**src/apd_pkg.sv**
```systemverilog
/*
 * Package for the pass-through command block decoder: byte positions,
 * field positions, code values and taskfile ordering constants.
 * Assumes nothing of its surroundings.
 */
package apd_pkg;
    localparam int BLOCK_BYTES = 16;
    localparam int READBACK_BYTES = 12;
    localparam logic [7:0] SUB_OPCODE_EXT = 8'h25;
    localparam logic [7:0] ZERO_BYTE = 8'h00;
    localparam logic [7:0] IDENT_ATAPI_CMD = 8'hA1;
    localparam logic [7:0] IDENT_ATA_CMD = 8'hEC;
    localparam logic [3:0] IDX_TAG = 4'h0;
    localparam logic [3:0] IDX_SUB = 4'h1;
    localparam logic [3:0] IDX_MASK = 4'h2;
    localparam logic [3:0] IDX_ACTION = 4'h3;
    localparam logic [3:0] IDX_LAST = 4'hF;
    localparam int ACT_IDENTIFY = 7;
    localparam int ACT_UDMA = 6;
    localparam int ACT_DRV_SRC = 5;
    localparam int ACT_DERR_CONT = 4;
    localparam int ACT_PERR_CONT = 3;
    localparam int ACT_SKIP_POLL = 2;
    localparam int ACT_READBACK = 0;
    localparam int DEV_BIT = 5;
    localparam int BSY_BIT = 7;
    localparam int MASK_ALT_STATUS = 0;
    // Taskfile addresses in mask bit order 0 to 7.
    localparam logic [9:0] TF_ADDR [8] = '{10'h3F6, 10'h1F1, 10'h1F2, 10'h1F3,
                                           10'h1F4, 10'h1F5, 10'h1F6, 10'h1F7};
    localparam logic [9:0] ALT_STATUS_ADDR = 10'h3F6;
    localparam logic [2:0] SEL_FIRST = 3'h0;
    localparam logic [2:0] SEL_LAST = 3'h7;
endpackage : apd_pkg

```
**src/apd_sel_if.sv**
```systemverilog
/*
 * Interface between the decoder top and its mask sequencer.
 * Assumes both ends share ref_clk_in.
 */
`timescale 1ns/1ps
interface apd_sel_if;
    logic start;
    logic [7:0] mask;
    logic advance;
    logic busy;
    logic hit;
    logic [2:0] index;
    modport top (output start, output mask, output advance,
                 input busy, input hit, input index);
    modport seq (input start, input mask, input advance,
                 output busy, output hit, output index);
endinterface : apd_sel_if

```
**src/apd_block_decoder.sv**
```systemverilog
/*
 * Pass-through command block decoder. Collects a 16-byte command block,
 * checks tag and sub-opcode, then sequences taskfile accesses per mask,
 * honouring the action flags, and streams 12 readback bytes.
 * Assumes a taskfile access port that answers with tf_ack_in, and a
 * configuration memory supplying the tag byte and the drive-select byte.
 */
`timescale 1ns/1ps
module apd_block_decoder (
    input wire logic ref_clk_in,
    input wire logic sys_rst_in,
    input wire logic cb_valid_in,
    input wire logic [7:0] cb_byte_in,
    input wire logic [7:0] cfg_tag_in,
    input wire logic [7:0] cfg_drive_in,
    input wire logic is_write_in,
    input wire logic tf_ack_in,
    input wire logic [7:0] tf_rdata_in,
    input wire logic drive_error_in,
    input wire logic phase_error_in,
    output logic passthru_out,
    output logic ordinary_out,
    output logic tf_req_out,
    output logic tf_we_out,
    output logic [9:0] tf_addr_out,
    output logic [7:0] tf_wdata_out,
    output logic rb_valid_out,
    output logic [7:0] rb_byte_out,
    output logic identify_out,
    output logic udma_out,
    output logic drive_sel_out,
    output logic readback_only_out,
    output logic halted_out,
    output logic done_out
);
    typedef enum logic [5:0] {
        APD_COLLECT = 6'b000001,
        APD_POLL = 6'b000010,
        APD_ACCESS = 6'b000100,
        APD_WAIT = 6'b001000,
        APD_RETURN = 6'b010000,
        APD_FINISH = 6'b100000
    } apd_state_t;

    apd_state_t state;
    apd_state_t next_state;
    logic [7:0] blk [apd_pkg::BLOCK_BYTES];
    logic [7:0] rb_data [8];
    logic [3:0] byte_cnt;
    logic [3:0] rb_cnt;
    logic last_q;
    logic poll_pend;
    apd_sel_if sel ();

    apd_mask_seq u_seq (
        .ref_clk_in(ref_clk_in),
        .sys_rst_in(sys_rst_in),
        .sel(sel)
    );

    // Return byte order: position index into the readback stream.
    function automatic logic [7:0] rb_pick(input logic [3:0] pos,
                                           input logic [7:0] m,
                                           input logic [7:0] d [8]);
        logic [7:0] v;
        v = apd_pkg::ZERO_BYTE;
        if (pos < 4'h8 && m[pos[2:0]]) begin
            v = d[pos[2:0]];
        end
        return v;
    endfunction : rb_pick

    // Decode of the received block and of the action flags.
    wire [7:0] act = blk[apd_pkg::IDX_ACTION];
    wire [7:0] mask = blk[apd_pkg::IDX_MASK];
    wire last_byte = cb_valid_in && (byte_cnt == apd_pkg::IDX_LAST);
    wire tag_ok = blk[apd_pkg::IDX_TAG] == cfg_tag_in;
    wire sub_ok = blk[apd_pkg::IDX_SUB] == apd_pkg::SUB_OPCODE_EXT;
    wire sig_ok = tag_ok && sub_ok;
    wire readback = act[apd_pkg::ACT_READBACK];
    wire writing = is_write_in && !readback;
    wire busy_clear = !tf_rdata_in[apd_pkg::BSY_BIT];
    wire skip_alt = writing && (sel.index == 3'(apd_pkg::MASK_ALT_STATUS));
    wire do_access = sel.hit && !skip_alt;
    wire halt_now = (drive_error_in && !act[apd_pkg::ACT_DERR_CONT])
        || (phase_error_in && !act[apd_pkg::ACT_PERR_CONT]);
    wire drv_bit = act[apd_pkg::ACT_DRV_SRC] ? blk[4'h6 + 4'h5][apd_pkg::DEV_BIT]
                                             : cfg_drive_in[apd_pkg::DEV_BIT];
    wire [7:0] wdata = blk[4'h5 + {1'b0, sel.index}];
    wire [7:0] dh_data = {wdata[7:6], drv_bit, wdata[4:0]};

    assign sel.mask = mask;
    assign sel.start = (state == APD_COLLECT) && passthru_out;

    // Next state selection.
    always_comb begin
        next_state = state;
        unique case (state)
            APD_COLLECT: if (passthru_out) begin
                next_state = act[apd_pkg::ACT_SKIP_POLL] ? APD_ACCESS : APD_POLL;
            end
            APD_POLL: if (tf_ack_in && busy_clear) begin
                next_state = APD_ACCESS;
            end
            APD_ACCESS: if (halt_now) begin
                next_state = APD_FINISH;
            end else if (!sel.busy) begin
                next_state = readback ? APD_RETURN : APD_FINISH;
            end else if (do_access) begin
                next_state = APD_WAIT;
            end
            APD_WAIT: if (tf_ack_in) begin
                next_state = APD_ACCESS;
            end
            APD_RETURN: if (rb_cnt == 4'(apd_pkg::READBACK_BYTES - 1)) begin
                next_state = APD_FINISH;
            end
            APD_FINISH: next_state = APD_COLLECT;
        endcase
    end

    assign sel.advance = ((state == APD_ACCESS) && !do_access && !halt_now)
        || ((state == APD_WAIT) && tf_ack_in);

    // Block collection, taskfile requests and readback stream.
    always_ff @(posedge ref_clk_in or posedge sys_rst_in) begin
        if (sys_rst_in) begin
            state <= APD_COLLECT;
            poll_pend <= 1'b0;
            byte_cnt <= 4'h0;
            rb_cnt <= 4'h0;
            for (int i = 0; i < apd_pkg::BLOCK_BYTES; i++) blk[i] <= 8'h00;
            for (int i = 0; i < 8; i++) rb_data[i] <= 8'h00;
            passthru_out <= 1'b0;
            ordinary_out <= 1'b0;
            tf_req_out <= 1'b0;
            tf_we_out <= 1'b0;
            tf_addr_out <= 10'h000;
            tf_wdata_out <= 8'h00;
            rb_valid_out <= 1'b0;
            rb_byte_out <= 8'h00;
            identify_out <= 1'b0;
            udma_out <= 1'b0;
            drive_sel_out <= 1'b0;
            readback_only_out <= 1'b0;
            halted_out <= 1'b0;
            done_out <= 1'b0;
        end else begin
            state <= next_state;
            passthru_out <= 1'b0;
            ordinary_out <= 1'b0;
            done_out <= 1'b0;
            rb_valid_out <= 1'b0;
            tf_req_out <= 1'b0;
            if (state == APD_COLLECT && cb_valid_in) begin
                blk[byte_cnt] <= cb_byte_in;
                byte_cnt <= byte_cnt + 4'h1;
            end
            if (state == APD_COLLECT && byte_cnt == 4'h0 && last_q) begin
                passthru_out <= sig_ok;
                ordinary_out <= !sig_ok;
                identify_out <= act[apd_pkg::ACT_IDENTIFY];
                udma_out <= act[apd_pkg::ACT_UDMA];
                drive_sel_out <= drv_bit;
                readback_only_out <= readback;
                halted_out <= 1'b0;
                rb_cnt <= 4'h0;
            end
            if (state == APD_POLL) begin
                // One request per status read, so a slow drive never sees a held strobe.
                tf_req_out <= !poll_pend;
                poll_pend <= poll_pend ? !tf_ack_in : 1'b1;
                tf_we_out <= 1'b0;
                tf_addr_out <= apd_pkg::ALT_STATUS_ADDR;
            end
            if (state == APD_ACCESS && sel.busy && do_access && !halt_now) begin
                tf_req_out <= 1'b1;
                tf_we_out <= writing;
                tf_addr_out <= apd_pkg::TF_ADDR[sel.index];
                tf_wdata_out <= (sel.index == 3'h6) ? dh_data : wdata;
            end
            if (state == APD_WAIT && tf_ack_in && !writing) begin
                rb_data[sel.index] <= tf_rdata_in;
            end
            if (state == APD_ACCESS && halt_now) begin
                halted_out <= 1'b1;
            end
            if (state == APD_RETURN) begin
                rb_valid_out <= 1'b1;
                rb_byte_out <= rb_pick(rb_cnt, mask, rb_data);
                rb_cnt <= rb_cnt + 4'h1;
            end
            if (state == APD_FINISH) begin
                done_out <= 1'b1;
            end
        end
    end

    // Last-byte marker that arms the block verdict one cycle later.
    always_ff @(posedge ref_clk_in or posedge sys_rst_in) begin
        if (sys_rst_in) begin
            last_q <= 1'b0;
        end else begin
            last_q <= last_byte;
        end
    end
endmodule : apd_block_decoder

```
**src/apd_mask_seq.sv**
```systemverilog
/*
 * Mask sequencer: walks the eight taskfile positions in ascending order
 * and reports whether the current position is selected.
 * Assumes start and advance are never asserted together.
 */
`timescale 1ns/1ps
module apd_mask_seq (
    input wire logic ref_clk_in,
    input wire logic sys_rst_in,
    apd_sel_if.seq sel
);
    logic [7:0] mask;
    logic [2:0] index;
    logic busy;

    // Continuous view of the current position for the top.
    assign sel.busy = busy;
    assign sel.index = index;
    assign sel.hit = mask[index];

    // Position counter steps from 0 to 7, then wraps to 0 and clears busy after 7.
    always_ff @(posedge ref_clk_in or posedge sys_rst_in) begin
        if (sys_rst_in) begin
            mask <= 8'h00;
            index <= apd_pkg::SEL_FIRST;
            busy <= 1'b0;
        end else if (sel.start) begin
            mask <= sel.mask;
            index <= apd_pkg::SEL_FIRST;
            busy <= 1'b1;
        end else if (busy && sel.advance) begin
            index <= index + 3'h1;
            busy <= (index != apd_pkg::SEL_LAST);
        end
    end
endmodule : apd_mask_seq

```
**config.mk**
```make
export PLATFORM = sky130hd
export DESIGN_NAME = apd_block_decoder
export DESIGN_NICKNAME = d
export VERILOG_FILES = /design/src/apd_pkg.sv /design/src/apd_sel_if.sv /design/src/apd_block_decoder.sv /design/src/apd_mask_seq.sv
export SDC_FILE = /design/constraint.sdc
export NUM_CORES = 1
export LEC_CHECK = 0
export BUFFER_PORTS_ARGS = -buffer_cell sky130_fd_sc_hd__buf_2
export CAP_MARGIN = 20
export CORE_AREA = 3 3 139 141
export DETAILED_ROUTE_END_ITERATION = 8
export DIE_AREA = 0 0 142 144
export HOLD_SLACK_MARGIN = 0.02
export PLACE_DENSITY = 0.84
export SYNTH_ARGS = -nofsm -noshare
export SYNTH_HDL_FRONTEND = slang
export SYNTH_HIERARCHICAL = 1
export SYNTH_SLANG_ARGS = --single-unit
```
**constraint.sdc**
```tcl
create_clock -name ref_clk_in -period 16.5 [get_ports ref_clk_in]
set_input_delay 4.95 -clock ref_clk_in [delete_from_list [all_inputs] [get_ports ref_clk_in]]
set_output_delay 4.95 -clock ref_clk_in [all_outputs]
set_load 0.01 [all_outputs]
```
==> impl_results.rst, run 1 <==
.. list-table::
   :header-rows: 1

   * - Metric
     - Value
   * - Status
     - finished, final reports clean
   * - Cells after Synth
     - 798
   * - Top area cells in the synthesized netlist
     - sky130_fd_sc_hd__dfrtp_1, sky130_fd_sc_hd__mux2_2, sky130_fd_sc_hd__mux4_2
   * - DIE HEIGHT
     - 144 um
   * - Share of post-route cells with drive strength above 1
     - 45.8%
   * - Clk buf depth
     - 3
   * - # port buffers
     - 67
   * - Area leader, netlist
     - sky130_fd_sc_hd__dfrtp_1
   * - Core outline area
     - 18100 um^2
   * - Area growth syn-to-layout
     - 12.7%
   * - Sort of element at the end of the critical path
     - flop
   * - Setup crit end
     - rb_data[36]
   * - # setup viols final
     - 0
   * - First-pass DRT Iterations
     - 5
   * - Post-CTS Repair Setup Buffers
     - 0
   * - Async set-reset flop share out of synthesis
     - 100%
   * - Routed met3 length
     - between 1.5 and 2 mm
   * - Final core utilization
     - 73.2%
   * - Initial DRC Count
     - 512
   * - Vias in the first global route
     - 7620
   * - Crit. Startpoint
     - is_write_in
   * - Worst Tran Pin Value
     - just over 1 ns
   * - Max-cap violations
     - 0
   * - Via density
     - 6.49
   * - Power per standard cell area
     - roughly 110 nW/um^2
   * - Remaining antenna violation count
     - 0
   * - Number of placement rows
     - just under 50
   * - LEAKAGE
     - around 6.5 nW
   * - Arrival @ worst endpoint
     - 6.62 ns
   * - Root Buffer Master
     - sky130_fd_sc_hd__clkbuf_16
   * - Highest net fanout along the worst path
     - 8
   * - Max Used Layer
     - met4
   * - Vias
     - 7182
   * - Data required time of the worst path
     - 16.90 ns
   * - Final-stage net count
     - 906
   * - Cts bufs inserted
     - 26
   * - Internal reg-to-reg setup slack
     - around 13 ns
   * - Crit Path Class
     - primary input to flop
   * - Placed wire-length estimate after detailed placement
     - about 17 mm
   * - RR Startpoint
     - u_seq/sel.index[0]
   * - Fill cell instance count of the final layout
     - 1058
   * - CTS tree
     - yes
   * - Period minus WS final
     - 6.21 ns
   * - Drt wl/cell
     - 23.9 um
   * - Share of synthesized area occupied by flip-flops and latches
     - about 54%
   * - R2R cell count
     - 7
   * - Count of distinct cell types in the synthesized netlist
     - 64
   * - Design area
     - between 10000 and 15000 um^2
   * - Final-report hold violation count
     - 0
   * - Maximum clock skew at final layout
     - 0.0112 ns
   * - Met2 routed WL
     - 13.0 mm
   * - DRC violations left
     - 0
   * - Synth Area per Inst
     - 14.7 um^2
   * - Peak VDD IR
     - 0.0704 mV
   * - Total Negative Setup Slacks
     - 0 ns
   * - Total Die Area
     - slightly above 20000 um^2
   * - EDFF count, synth
     - 0
   * - Mapped Area
     - 11700 um^2
   * - Clock input transition at the sequential cells of the worst setup and hold paths
     - 0.06 ns
   * - Overall Global Routing Usage
     - between 20% and 30%
   * - Clock latency on the worst-skew pair
     - 0.53 ns
   * - Total of warnings raised by yosys
     - 6
   * - Kind of start point of the critical path
     - primary input
   * - Area of the multi-input gates
     - 5210 um^2
   * - Overall power of the completed layout
     - 1.43 mW
   * - Initial Utilization
     - 65.0%
   * - Area share of the largest cell type after synthesis
     - 53.5%
   * - Post-Place Setup Slack
     - 9.43 ns
   * - Post-route fraction of the period consumed by the critical path
     - between 30% and 40%
   * - Ys flop type
     - sky130_fd_sc_hd__dfrtp_1
   * - Grt total ovfl
     - 0
   * - Number of H-tree levels
     - 1
   * - Routed length on met1
     - around 11 mm
   * - Flops & latches, synth
     - 252
   * - Pin count of the biggest net entering global routing
     - 154
   * - Horiz. Die Dim
     - 142 um
   * - Number of slew-limit violations in the final report
     - 0
   * - Initial antenna violation count
     - 1
   * - Final wirelength
     - 26.4 mm
   * - Cell area after placement
     - approximately 12000 um^2
   * - Worst r2r dst
     - tf_wdata_out[2]
   * - Maximum clock rate
     - between 150 and 200 MHz
   * - Total nets after synthesis
     - 848
   * - GP Congestion
     - 0.893
   * - Type of the most critical hold path
     - flop to flop
   * - Total of hold buffers inserted after clock tree synthesis
     - 0
   * - Setup repair after global routing missed its margin
     - no
   * - Setup ws final
     - around 10 ns
   * - Wire length of the first global-routing pass
     - approximately 42 mm
   * - # clock sinks
     - 252
   * - Total of cells resized after clock tree synthesis
     - 0
   * - Register cell area after layout
     - approximately 6300 um^2
   * - Slew headroom
     - 30.9%
   * - Num ports
     - 76
kinds of logic (layout without fill, tap and decap cells):
logic type | count (synthesis) | after routing | share of synthesized area (%)
multiplexers | 281 | 281 | 32.5
flip-flops | 252 | 252 | 53.7
AND/OR/NAND/NOR | 126 | 126 | 6.25
AO/OA/AOI/OAI | 58 | 58 | 3.27
buffers and inverters | 55 | 133 | 2.06
XOR/XNOR | 14 | 14 | 1.04
adder cells (fa/ha/maj) | 11 | 11 | 1.17
other | 1 | 2 | 0.0319
worst min path at each step:
stage | start | endpoint | slack [ns] | depth (start not counted)
final | rb_byte_out[5] | rb_byte_out[5] | 0.48 | 2
after CTS | rb_byte_out[5] | rb_byte_out[5] | 0.48 | 2
after detailed placement | rb_byte_out[5] | rb_byte_out[5] | 0.47 | 2
after floorplan | rb_data[0] | rb_data[0] | 0.46 | 1
after global routing | blk[33] | blk[33] | 0.51 | 1
after global placement | rb_byte_out[4] | rb_byte_out[4] | 0.46 | 2
layer usage:
layer	vias to the layer above	global-route usage [%]
met4	0	7.98
met2	241	42.1
met1	3803	36.6
li1	3087	-
met5	-	0
met3	51	5.03
Yosys cell counts, drive strengths merged (2+ instances only):
cell and n:
dfrtp 251, mux2i 12, nor3 7, xnor2 13, nor2b 9, nand4b 2, nand2 35, mux2 213
nand3b 3, nand4 6, nor2 15, a22o 3, a31oi 3, a21o 2, buf 18, a21bo 3
nor3b 2, inv 10, a2111oi 2, clkbuf 26, and3 5, and2 5, nand2b 5, o21ai 25
and4b 2, nand3 22, a21oi 10, nor4b 3, ha 11, mux4 56
placed cells by master (no fill, tap or decap), types with 5 or more instances in the layout:
| cell type | Yosys | final |
|---|---|---|
| sky130_fd_sc_hd__buf_2 | 7 | 67 |
| sky130_fd_sc_hd__mux2_4 | 8 | 8 |
| sky130_fd_sc_hd__ha_1 | 11 | 11 |
| sky130_fd_sc_hd__clkbuf_16 | 0 | 26 |
| sky130_fd_sc_hd__nand4_1 | 5 | 5 |
| sky130_fd_sc_hd__nor2b_1 | 9 | 9 |
| sky130_fd_sc_hd__nand2_1 | 35 | 35 |
| sky130_fd_sc_hd__o21ai_0 | 25 | 25 |
| sky130_fd_sc_hd__mux2_2 | 199 | 199 |
| sky130_fd_sc_hd__a21oi_1 | 9 | 9 |
| sky130_fd_sc_hd__clkinv_2 | 0 | 6 |
| sky130_fd_sc_hd__bufinv_16 | 0 | 6 |
| sky130_fd_sc_hd__mux2_1 | 6 | 6 |
| sky130_fd_sc_hd__mux2i_1 | 12 | 12 |
| sky130_fd_sc_hd__mux4_2 | 54 | 54 |
| sky130_fd_sc_hd__nor2_1 | 15 | 15 |
| sky130_fd_sc_hd__xnor2_1 | 13 | 13 |
| sky130_fd_sc_hd__nand3_1 | 18 | 18 |
| sky130_fd_sc_hd__inv_1 | 9 | 8 |
| sky130_fd_sc_hd__and3_1 | 5 | 5 |
| sky130_fd_sc_hd__nand2b_1 | 5 | 5 |
| sky130_fd_sc_hd__dfrtp_1 | 251 | 250 |
critical path: stages:
cell and delay (ns):
sky130_fd_sc_hd__buf_2 0.11, sky130_fd_sc_hd__nand2b_1 0.22, sky130_fd_sc_hd__nand4_4 0.16, sky130_fd_sc_hd__nor3_2 0.75
sky130_fd_sc_hd__mux2_2 0.42
through the flow:
stage | hold slack, ns | std cells
floorplan | 0.459 | 798
detailed placement | 0.466 | 1054
global placement | 0.463 | 1054
CTS | 0.479 | 1102
finish | 0.476 | 1106
global route | 0.512 | 1106
area by class of cell:
| class | count | area share (%) |
|---|---|---|
| Multi-Input combinational cell | 491 | 39.3 |
| Tap cell | 229 | 2.16 |
| Antenna cell | 1 | 0.0189 |
| Clock inverter | 14 | 1.78 |
| Inverter | 11 | 0.369 |
| Sequential cell | 252 | 47.6 |
| Clock buffer | 34 | 5.44 |
| Timing Repair Buffer | 74 | 3.26 |
flip-flops by register name (all words and copies together) (netlist names), 3 cells and up:
signal,flops
tf_wdata_out,8
byte_cnt,4
tf_addr_out,5
mask,8
rb_data,64
blk,112
rb_cnt,4
rb_byte_out,8
u_seq/sel.index,3
state,6
act,8
u_seq/mask,8
power by group:
part,internal (mW),switching (mW)
logic,0.0509,0.0714
clock network,0.402,0.242
registers,0.640,0.0240
total,1.09,0.337
No activity file was read; power rests on OpenSTA's default activity.
==> run 2, diff against run 1 <==
--- a/config.mk
+++ b/config.mk
@@ -7,11 +7,11 @@
 export LEC_CHECK = 0
 export BUFFER_PORTS_ARGS = -buffer_cell sky130_fd_sc_hd__buf_2
 export CAP_MARGIN = 20
-export CORE_AREA = 3 3 139 141
+export CORE_AREA = 3 3 143 145
 export DETAILED_ROUTE_END_ITERATION = 8
-export DIE_AREA = 0 0 142 144
+export DIE_AREA = 0 0 146 148
 export HOLD_SLACK_MARGIN = 0.02
-export PLACE_DENSITY = 0.84
+export PLACE_DENSITY = 0.79
 export SYNTH_ARGS = -nofsm -noshare
 export SYNTH_HDL_FRONTEND = slang
 export SYNTH_HIERARCHICAL = 1
==> constraint.sdc (replaced) <==
create_clock -name ref_clk_in -period 6.2 [get_ports ref_clk_in]
set_input_delay 1.86 -clock ref_clk_in [delete_from_list [all_inputs] [get_ports ref_clk_in]]
set_output_delay 1.86 -clock ref_clk_in [all_outputs]
set_load 0.01 [all_outputs]
==> impl_results.rst, run 2 (synthesis gave the netlist of run 1 again) <==
.. list-table::
   :header-rows: 1

   * - Metric
     - Value
   * - Status
     - finished, final reports clean (unchanged)
   * - Final core utilization
     - 68.3% (was 73.2%)
   * - Total Negative Setup Slacks
     - 0 ns (unchanged)
   * - Crit Path Class
     - flop to flop (was primary input to flop)
   * - Setup crit end
     - tf_wdata_out[4] (was rb_data[36])
   * - # clock sinks
     - 252 (unchanged)
   * - Number of H-tree levels
     - 1 (unchanged)
   * - # setup viols final
     - 0 (unchanged)
   * - Leading cell types in the layout, fill and taps excluded
     - sky130_fd_sc_hd__dfrtp_1, sky130_fd_sc_hd__mux2_2, sky130_fd_sc_hd__buf_2, sky130_fd_sc_hd__mux4_2, sky130_fd_sc_hd__nand2_1 (unchanged)
   * - Non-filler instance count after layout
     - 1142 (was 1106)
   * - Horiz. Die Dim
     - 146 um (was 142 um)
   * - Period minus WS final
     - roughly 4 ns
   * - Biggest registers after layout
     - blk: 112 flops, rb_data: 64 flops (unchanged)
   * - Crit. Startpoint
     - u_seq/sel.index[1] (was is_write_in)
   * - Vias in the first global route
     - 7738 (was 7620)
   * - Worst Tran Pin Value
     - 1.08 ns (was 1.04 ns)
   * - Kind of start point of the critical path
     - flop (was primary input)
   * - Total of hold buffers inserted after clock tree synthesis
     - 0 (unchanged)
   * - Root Buffer Master
     - sky130_fd_sc_hd__clkbuf_16 (unchanged)
   * - Max-cap violations
     - 0 (unchanged)
   * - DRC violations left
     - 0 (unchanged)
   * - Cts bufs inserted
     - 27 (was 26)
   * - Share of post-route cells with drive strength above 1
     - 46.0% (was 45.8%)
   * - Number of flip-flops in the largest register
     - 112 (unchanged)
   * - CTS tree
     - yes (unchanged)
   * - Total Die Area
     - 21600 um^2 (was 20400 um^2)
   * - Total placed cells including tap cells
     - 1092 (was 1054)
   * - Vias
     - 7094 (was 7182)
   * - Wire length of the first global-routing pass
     - 42.7 mm (was 41.6 mm)
   * - Type of the most critical hold path
     - flop to flop (unchanged)
   * - Maximum clock rate
     - roughly 250 MHz
   * - Slew headroom
     - 27.8% (was 30.9%)
   * - Area growth syn-to-layout
     - 12.3% (was 12.7%)
   * - Final-report hold violation count
     - 0 (unchanged)
   * - Arrival @ worst endpoint
     - 4.41 ns (was 6.62 ns)
   * - Fill cell instance count of the final layout
     - 1345 (was 1058)
   * - Setup repair after global routing missed its margin
     - no (unchanged)
   * - Initial DRC Count
     - 395 (was 512)
   * - Initial Utilization
     - 60.8% (was 65.0%)
   * - Clk buf depth
     - 3 (unchanged)
   * - Sort of element at the end of the critical path
     - flop (unchanged)
   * - Num ports
     - 76 (unchanged)
   * - First-pass DRT Iterations
     - 5 (unchanged)
   * - GP Congestion
     - 0.830 (was 0.893)
   * - Peak VDD IR
     - 0.247 mV (was 0.0704 mV)
   * - Final-stage net count
     - 906 (unchanged)
   * - Pin count of the biggest net entering global routing
     - 131 (was 154)
   * - DIE HEIGHT
     - 148 um (was 144 um)
   * - Power per standard cell area
     - 282 nW/um^2 (was 108 nW/um^2)
   * - Internal reg-to-reg setup slack
     - 2.22 ns (was 12.87 ns)
   * - Placed wire-length estimate after detailed placement
     - 17.7 mm (was 17.2 mm)
   * - Overall Global Routing Usage
     - 25.0% (was 26.0%)
   * - Post-route fraction of the period consumed by the critical path
     - between 60% and 70%
   * - Final wirelength
     - 26.6 mm (was 26.4 mm)
   * - Post-CTS Repair Setup Buffers
     - 0 (unchanged)
   * - Via density
     - 6.21 (was 6.49)
   * - Clock input transition at the sequential cells of the worst setup and hold paths
     - 0.06 ns (about the same)
   * - Commonest non-fill, non-tap cell in the layout
     - sky130_fd_sc_hd__dfrtp_1 (unchanged)
   * - Post-route worst hold slack
     - 0.475 ns (was 0.476 ns)
   * - Core outline area
     - 19300 um^2 (was 18100 um^2)
   * - Remaining antenna violation count
     - 0 (unchanged)
   * - # port buffers
     - 67 (unchanged)
   * - Maximum clock skew at final layout
     - 0.0198 ns (was 0.0112 ns)
   * - Grt total ovfl
     - 0 (unchanged)
   * - LEAKAGE
     - 6.44 nW (was 6.47 nW)
   * - Initial antenna violation count
     - 1 (unchanged)
   * - Number of slew-limit violations in the final report
     - 0 (unchanged)
   * - Total of cells resized after clock tree synthesis
     - 0 (unchanged)
   * - R2R cell count
     - 6 (was 7)
   * - Highest net fanout along the worst path
     - 19 (was 8)
   * - Data required time of the worst path
     - 6.62 ns (was 16.90 ns)
   * - Clock latency on the worst-skew pair
     - 0.54 ns (was 0.53 ns)
   * - Drt wl/cell
     - 23.3 um (was 23.9 um)
   * - Worst r2r dst
     - tf_wdata_out[4] (was tf_wdata_out[2])
   * - Number of inserted diodes
     - 0 (was 1)
   * - RR Startpoint
     - u_seq/sel.index[1] (was u_seq/sel.index[0])
   * - Register with the most flip-flops
     - blk (unchanged)
   * - Number of placement rows
     - 51 (was 49)
run 2: changes by cell type in the layout (fill, tap and decap cells not counted), sizes merged:
cell / before / now
bufinv: 6 / 3
clkinv: 9 / 11
buf: 74 / 73
diode: 1 / 0
clkbuf: 34 / 35
clkinvlp: 0 / 2
run 2: worst min-delay path by stage:
stage	from	end	slack, ns	depth (start not counted)
finish	rb_byte_out[4]	rb_byte_out[4]	0.48	2
global route	blk[64]	blk[64]	0.51	1
CTS	rb_byte_out[2]	rb_byte_out[2]	0.48	2
detailed placement	rb_byte_out[7]	rb_byte_out[7]	0.47	2
global placement	rb_byte_out[7]	rb_byte_out[7]	0.46	2
floorplan	rb_data[0]	rb_data[0]	0.46	1
run 2: where the power goes:
group / leakage (nW) / switching (mW) / internal [mW]
Combinational: 2.50 / 0.190 / 0.132
Clock: 0.458 / 0.645 / 0.983
Sequential: 3.47 / 0.0705 / 1.70
run 2: through the flow:
stage               area, um^2  worst slack [ns]  total power, mW
floorplan                11800              1.19             2.01
global placement         12300              2.31             2.10
detailed placement       12300              2.23             2.12
CTS                      13200              2.19             3.75
global route             13200              1.97             3.86
finish                   13200              2.22             3.72
run 2: routing by layer:
| layer | vias up | GRT usage [%] | share of wire, % |
|---|---|---|---|
| li1 | 3083 | - | - |
| met1 | 3750 | 32.7 | 41 |
| met2 | 197 | 44.8 | 52 |
| met3 | 62 | 3.16 | 4.1 |
| met4 | 2 | 6.96 | 2.5 |
| met5 | - | 0 | 0.053 |
run 2: critical path, stage by stage, from the launching register on:
cell and delay, ns:
sky130_fd_sc_hd__dfrtp_1 0.74, sky130_fd_sc_hd__clkinv_1 0.41, sky130_fd_sc_hd__ha_1 0.97, sky130_fd_sc_hd__buf_4 0.46, sky130_fd_sc_hd__mux4_2 0.55, sky130_fd_sc_hd__mux4_2 0.47
sky130_fd_sc_hd__mux2_2 0.27
run 2: layout make-up:
cell class | count | area, um^2 | area share (%)
Multi-Input combinational cell | 491 | 5210 | 39.5
Clock buffer | 35 | 756 | 5.73
Inverter | 11 | 45.0 | 0.341
Sequential cell | 252 | 6310 | 47.8
Tap cell | 265 | 332 | 2.51
Clock inverter | 15 | 156 | 1.19
Timing Repair Buffer | 73 | 393 | 2.98
==> run 3, diff against run 2 <==
==> constraint.sdc (replaced) <==
create_clock -name ref_clk_in -period 4.1 [get_ports ref_clk_in]
set_input_delay 1.23 -clock ref_clk_in [delete_from_list [all_inputs] [get_ports ref_clk_in]]
set_output_delay 1.23 -clock ref_clk_in [all_outputs]
set_load 0.01 [all_outputs]
==> impl_results.rst, run 3 (synthesis gave the netlist of run 1 again) <==
.. list-table::
   :header-rows: 1

   * - Metric
     - Value
   * - Status
     - finished, final reports clean (unchanged)
   * - Total Die Area
     - 21600 um^2 (unchanged)
   * - Worst Tran Pin Value
     - 1.01 ns (was 1.08 ns)
   * - Core outline area
     - 19300 um^2 (unchanged)
   * - Max Used Layer
     - met4 (was met5)
   * - Setup repair after global routing missed its margin
     - no (unchanged)
   * - Clock input transition at the sequential cells of the worst setup and hold paths
     - 0.06 ns (about the same)
   * - # port buffers
     - 67 (unchanged)
   * - Total of cells resized after clock tree synthesis
     - 0 (unchanged)
   * - Maximum clock skew at final layout
     - 0.00694 ns (was 0.0198 ns)
   * - Crit. Startpoint
     - u_seq/sel.index[0] (was u_seq/sel.index[1])
   * - Final core utilization
     - 68.2% (was 68.3%)
   * - Total placed cells including tap cells
     - 1095 (was 1092)
   * - Cell area after placement
     - 12300 um^2 (about the same)
   * - Met2 routed WL
     - 13.7 mm (was 13.8 mm)
   * - Clk buf depth
     - 3 (unchanged)
   * - Number of flip-flops in the largest register
     - 112 (unchanged)
   * - Power per standard cell area
     - 415 nW/um^2 (was 282 nW/um^2)
   * - Cell-internal power
     - 4.13 mW (was 2.82 mW)
   * - First-pass DRT Iterations
     - 4 (was 5)
   * - Overall power of the completed layout
     - 5.48 mW (was 3.72 mW)
   * - Number of slew-limit violations in the final report
     - 0 (unchanged)
   * - Overall Global Routing Usage
     - 24.5% (was 25.0%)
   * - Fill cell instance count of the final layout
     - 1316 (was 1345)
   * - # setup viols final
     - 0 (unchanged)
   * - Register with the most flip-flops
     - blk (unchanged)
   * - Design area
     - 13200 um^2 (about the same)
   * - Grt total ovfl
     - 0 (unchanged)
   * - Area growth syn-to-layout
     - 12.2% (was 12.3%)
   * - Gate power share
     - 8.8% (was 8.6%)
   * - Vias
     - 7082 (was 7094)
   * - Pin count of the biggest net entering global routing
     - 172 (was 131)
   * - Arrival @ worst endpoint
     - 3.48 ns (was 4.41 ns)
   * - Biggest registers after layout
     - blk: 112 flops, rb_data: 64 flops (unchanged)
   * - LEAKAGE
     - 6.42 nW (was 6.44 nW)
   * - Routed met3 length
     - 1.10 mm (was 1.09 mm)
   * - GP Congestion
     - 0.860 (was 0.830)
   * - Final-report hold violation count
     - 0 (unchanged)
   * - Period minus WS final
     - 3.07 ns (was 3.98 ns)
   * - Root Buffer Master
     - sky130_fd_sc_hd__clkbuf_16 (unchanged)
   * - Data required time of the worst path
     - 4.51 ns (was 6.62 ns)
   * - Final-stage net count
     - 910 (was 906)
   * - Post-route fraction of the period consumed by the critical path
     - 74.9% (was 64.3%)
   * - Clock latency on the worst-skew pair
     - 0.52 ns (was 0.54 ns)
   * - Commonest non-fill, non-tap cell in the layout
     - sky130_fd_sc_hd__dfrtp_1 (unchanged)
   * - Share of post-route cells with drive strength above 1
     - 45.7% (was 46.0%)
   * - Horiz. Die Dim
     - 146 um (unchanged)
   * - Type of the most critical hold path
     - flop to flop (unchanged)
   * - Total of hold buffers inserted after clock tree synthesis
     - 0 (unchanged)
   * - Initial DRC Count
     - 399 (was 395)
   * - Number of placement rows
     - 51 (unchanged)
   * - RR Startpoint
     - u_seq/sel.index[0] (was u_seq/sel.index[1])
   * - CTS tree
     - yes (unchanged)
   * - Total Negative Setup Slacks
     - 0 ns (unchanged)
   * - Kind of start point of the critical path
     - flop (unchanged)
   * - Max-cap violations
     - 0 (unchanged)
   * - # clock sinks
     - 252 (unchanged)
   * - Initial antenna violation count
     - 0 (was 1)
   * - Leading cell types in the layout, fill and taps excluded
     - sky130_fd_sc_hd__dfrtp_1, sky130_fd_sc_hd__mux2_2, sky130_fd_sc_hd__buf_2, sky130_fd_sc_hd__mux4_2, sky130_fd_sc_hd__nand2_1 (unchanged)
   * - Number of H-tree levels
     - 1 (unchanged)
   * - Crit Path Class
     - flop to flop (unchanged)
   * - Peak VDD IR
     - 0.374 mV (was 0.247 mV)
   * - Slew headroom
     - 32.6% (was 27.8%)
   * - Wire length of the first global-routing pass
     - 42.0 mm (was 42.7 mm)
   * - Num ports
     - 76 (unchanged)
   * - Routed length on met1
     - 10.6 mm (was 11.0 mm)
   * - Post-CTS Repair Setup Buffers
     - 0 (unchanged)
   * - Cts bufs inserted
     - 27 (unchanged)
   * - Vias in the first global route
     - 7780 (was 7738)
   * - Drt wl/cell
     - 22.8 um (was 23.3 um)
   * - Origin of the worst min-delay path
     - rb_byte_out[5] (was rb_byte_out[4])
   * - Via density
     - 6.19 (was 6.21)
   * - Sequential share of power
     - 48.9% (was 47.6%)
   * - Number of inserted diodes
     - 0 (unchanged)
   * - Remaining antenna violation count
     - 0 (unchanged)
   * - Switching fraction of total power
     - 24.6% (was 24.3%)
   * - DIE HEIGHT
     - 148 um (unchanged)
   * - DRC violations left
     - 0 (unchanged)
   * - NetSw
     - 1.35 mW (was 0.906 mW)
   * - Clock network fraction of design power
     - 42.2% (was 43.7%)
   * - Placed wire-length estimate after detailed placement
     - 17.4 mm (was 17.7 mm)
   * - Non-filler instance count after layout
     - 1145 (was 1142)
   * - Initial Utilization
     - 60.8% (unchanged)
   * - Sort of element at the end of the critical path
     - flop (unchanged)
   * - Highest net fanout along the worst path
     - 35 (was 19)
   * - Final wirelength
     - 26.1 mm (was 26.6 mm)
   * - Maximum clock rate
     - 326 MHz (was 251 MHz)
==> run 3: critical path, stage by stage, from the launching register on <==
cell                      delay (ns)
sky130_fd_sc_hd__dfrtp_2        0.70
sky130_fd_sc_hd__inv_2          0.23
sky130_fd_sc_hd__ha_1           0.39
sky130_fd_sc_hd__buf_12         0.26
sky130_fd_sc_hd__mux4_2         0.55
sky130_fd_sc_hd__mux4_2         0.51
sky130_fd_sc_hd__mux2_2         0.28
==> run 3: path summary, 6_finish.rpt <==
path / slack, ns / cells after the start / endpoint
worst max-delay path: 1.03 / 6 / tf_wdata_out[6]
worst min-delay path: 0.48 / 2 / rb_byte_out[5]
worst max register to register: 1.03 / 6 / tf_wdata_out[6]
worst min register to register: 0.48 / 2 / rb_byte_out[5]
max in group asynchronous: 2.37 / 3 / blk[51]
min in group asynchronous: 0.74 / 2 / u_seq/sel.index[1]
==> run 3: per-stage QoR <==
stage                     hold slack, ns  setup slack, ns
after global routing               0.506            0.967
after global placement             0.456            0.854
after CTS                          0.485             1.06
after floorplan                    0.459           -0.277
final                              0.478             1.03
after detailed placement           0.472            0.803
==> run 3: final cells by class <==
class | instances | area (um^2) | share of cell area (%)
flip-flops and latches | 252 | 6310 | 47.8
multi-input cells | 491 | 5210 | 39.5
clock buffers | 42 | 812 | 6.16
repair buffers | 77 | 443 | 3.36
well taps | 265 | 332 | 2.51
inverters | 11 | 45.0 | 0.342
clock inverters | 7 | 40.0 | 0.304
==> run 3: per-layer routing <==
metal	GRT usage (%)	vias to the layer above
met5	0	-
met4	6.44	0
met3	3.62	49
met2	43.9	169
met1	31.6	3778
li1	-	3086
==> run 3: power by group through the flow <==
stage | combinational (mW) | clock, mW | sequential (mW)
2_1_floorplan | 0.352 | 0 | 2.69
3_3_place_gp | 0.450 | 0 | 2.72
3_5_place_dp | 0.480 | 0 | 2.72
4_1_cts | 0.486 | 2.35 | 2.68
5_1_grt | 0.529 | 2.46 | 2.69
6_report | 0.484 | 2.31 | 2.68
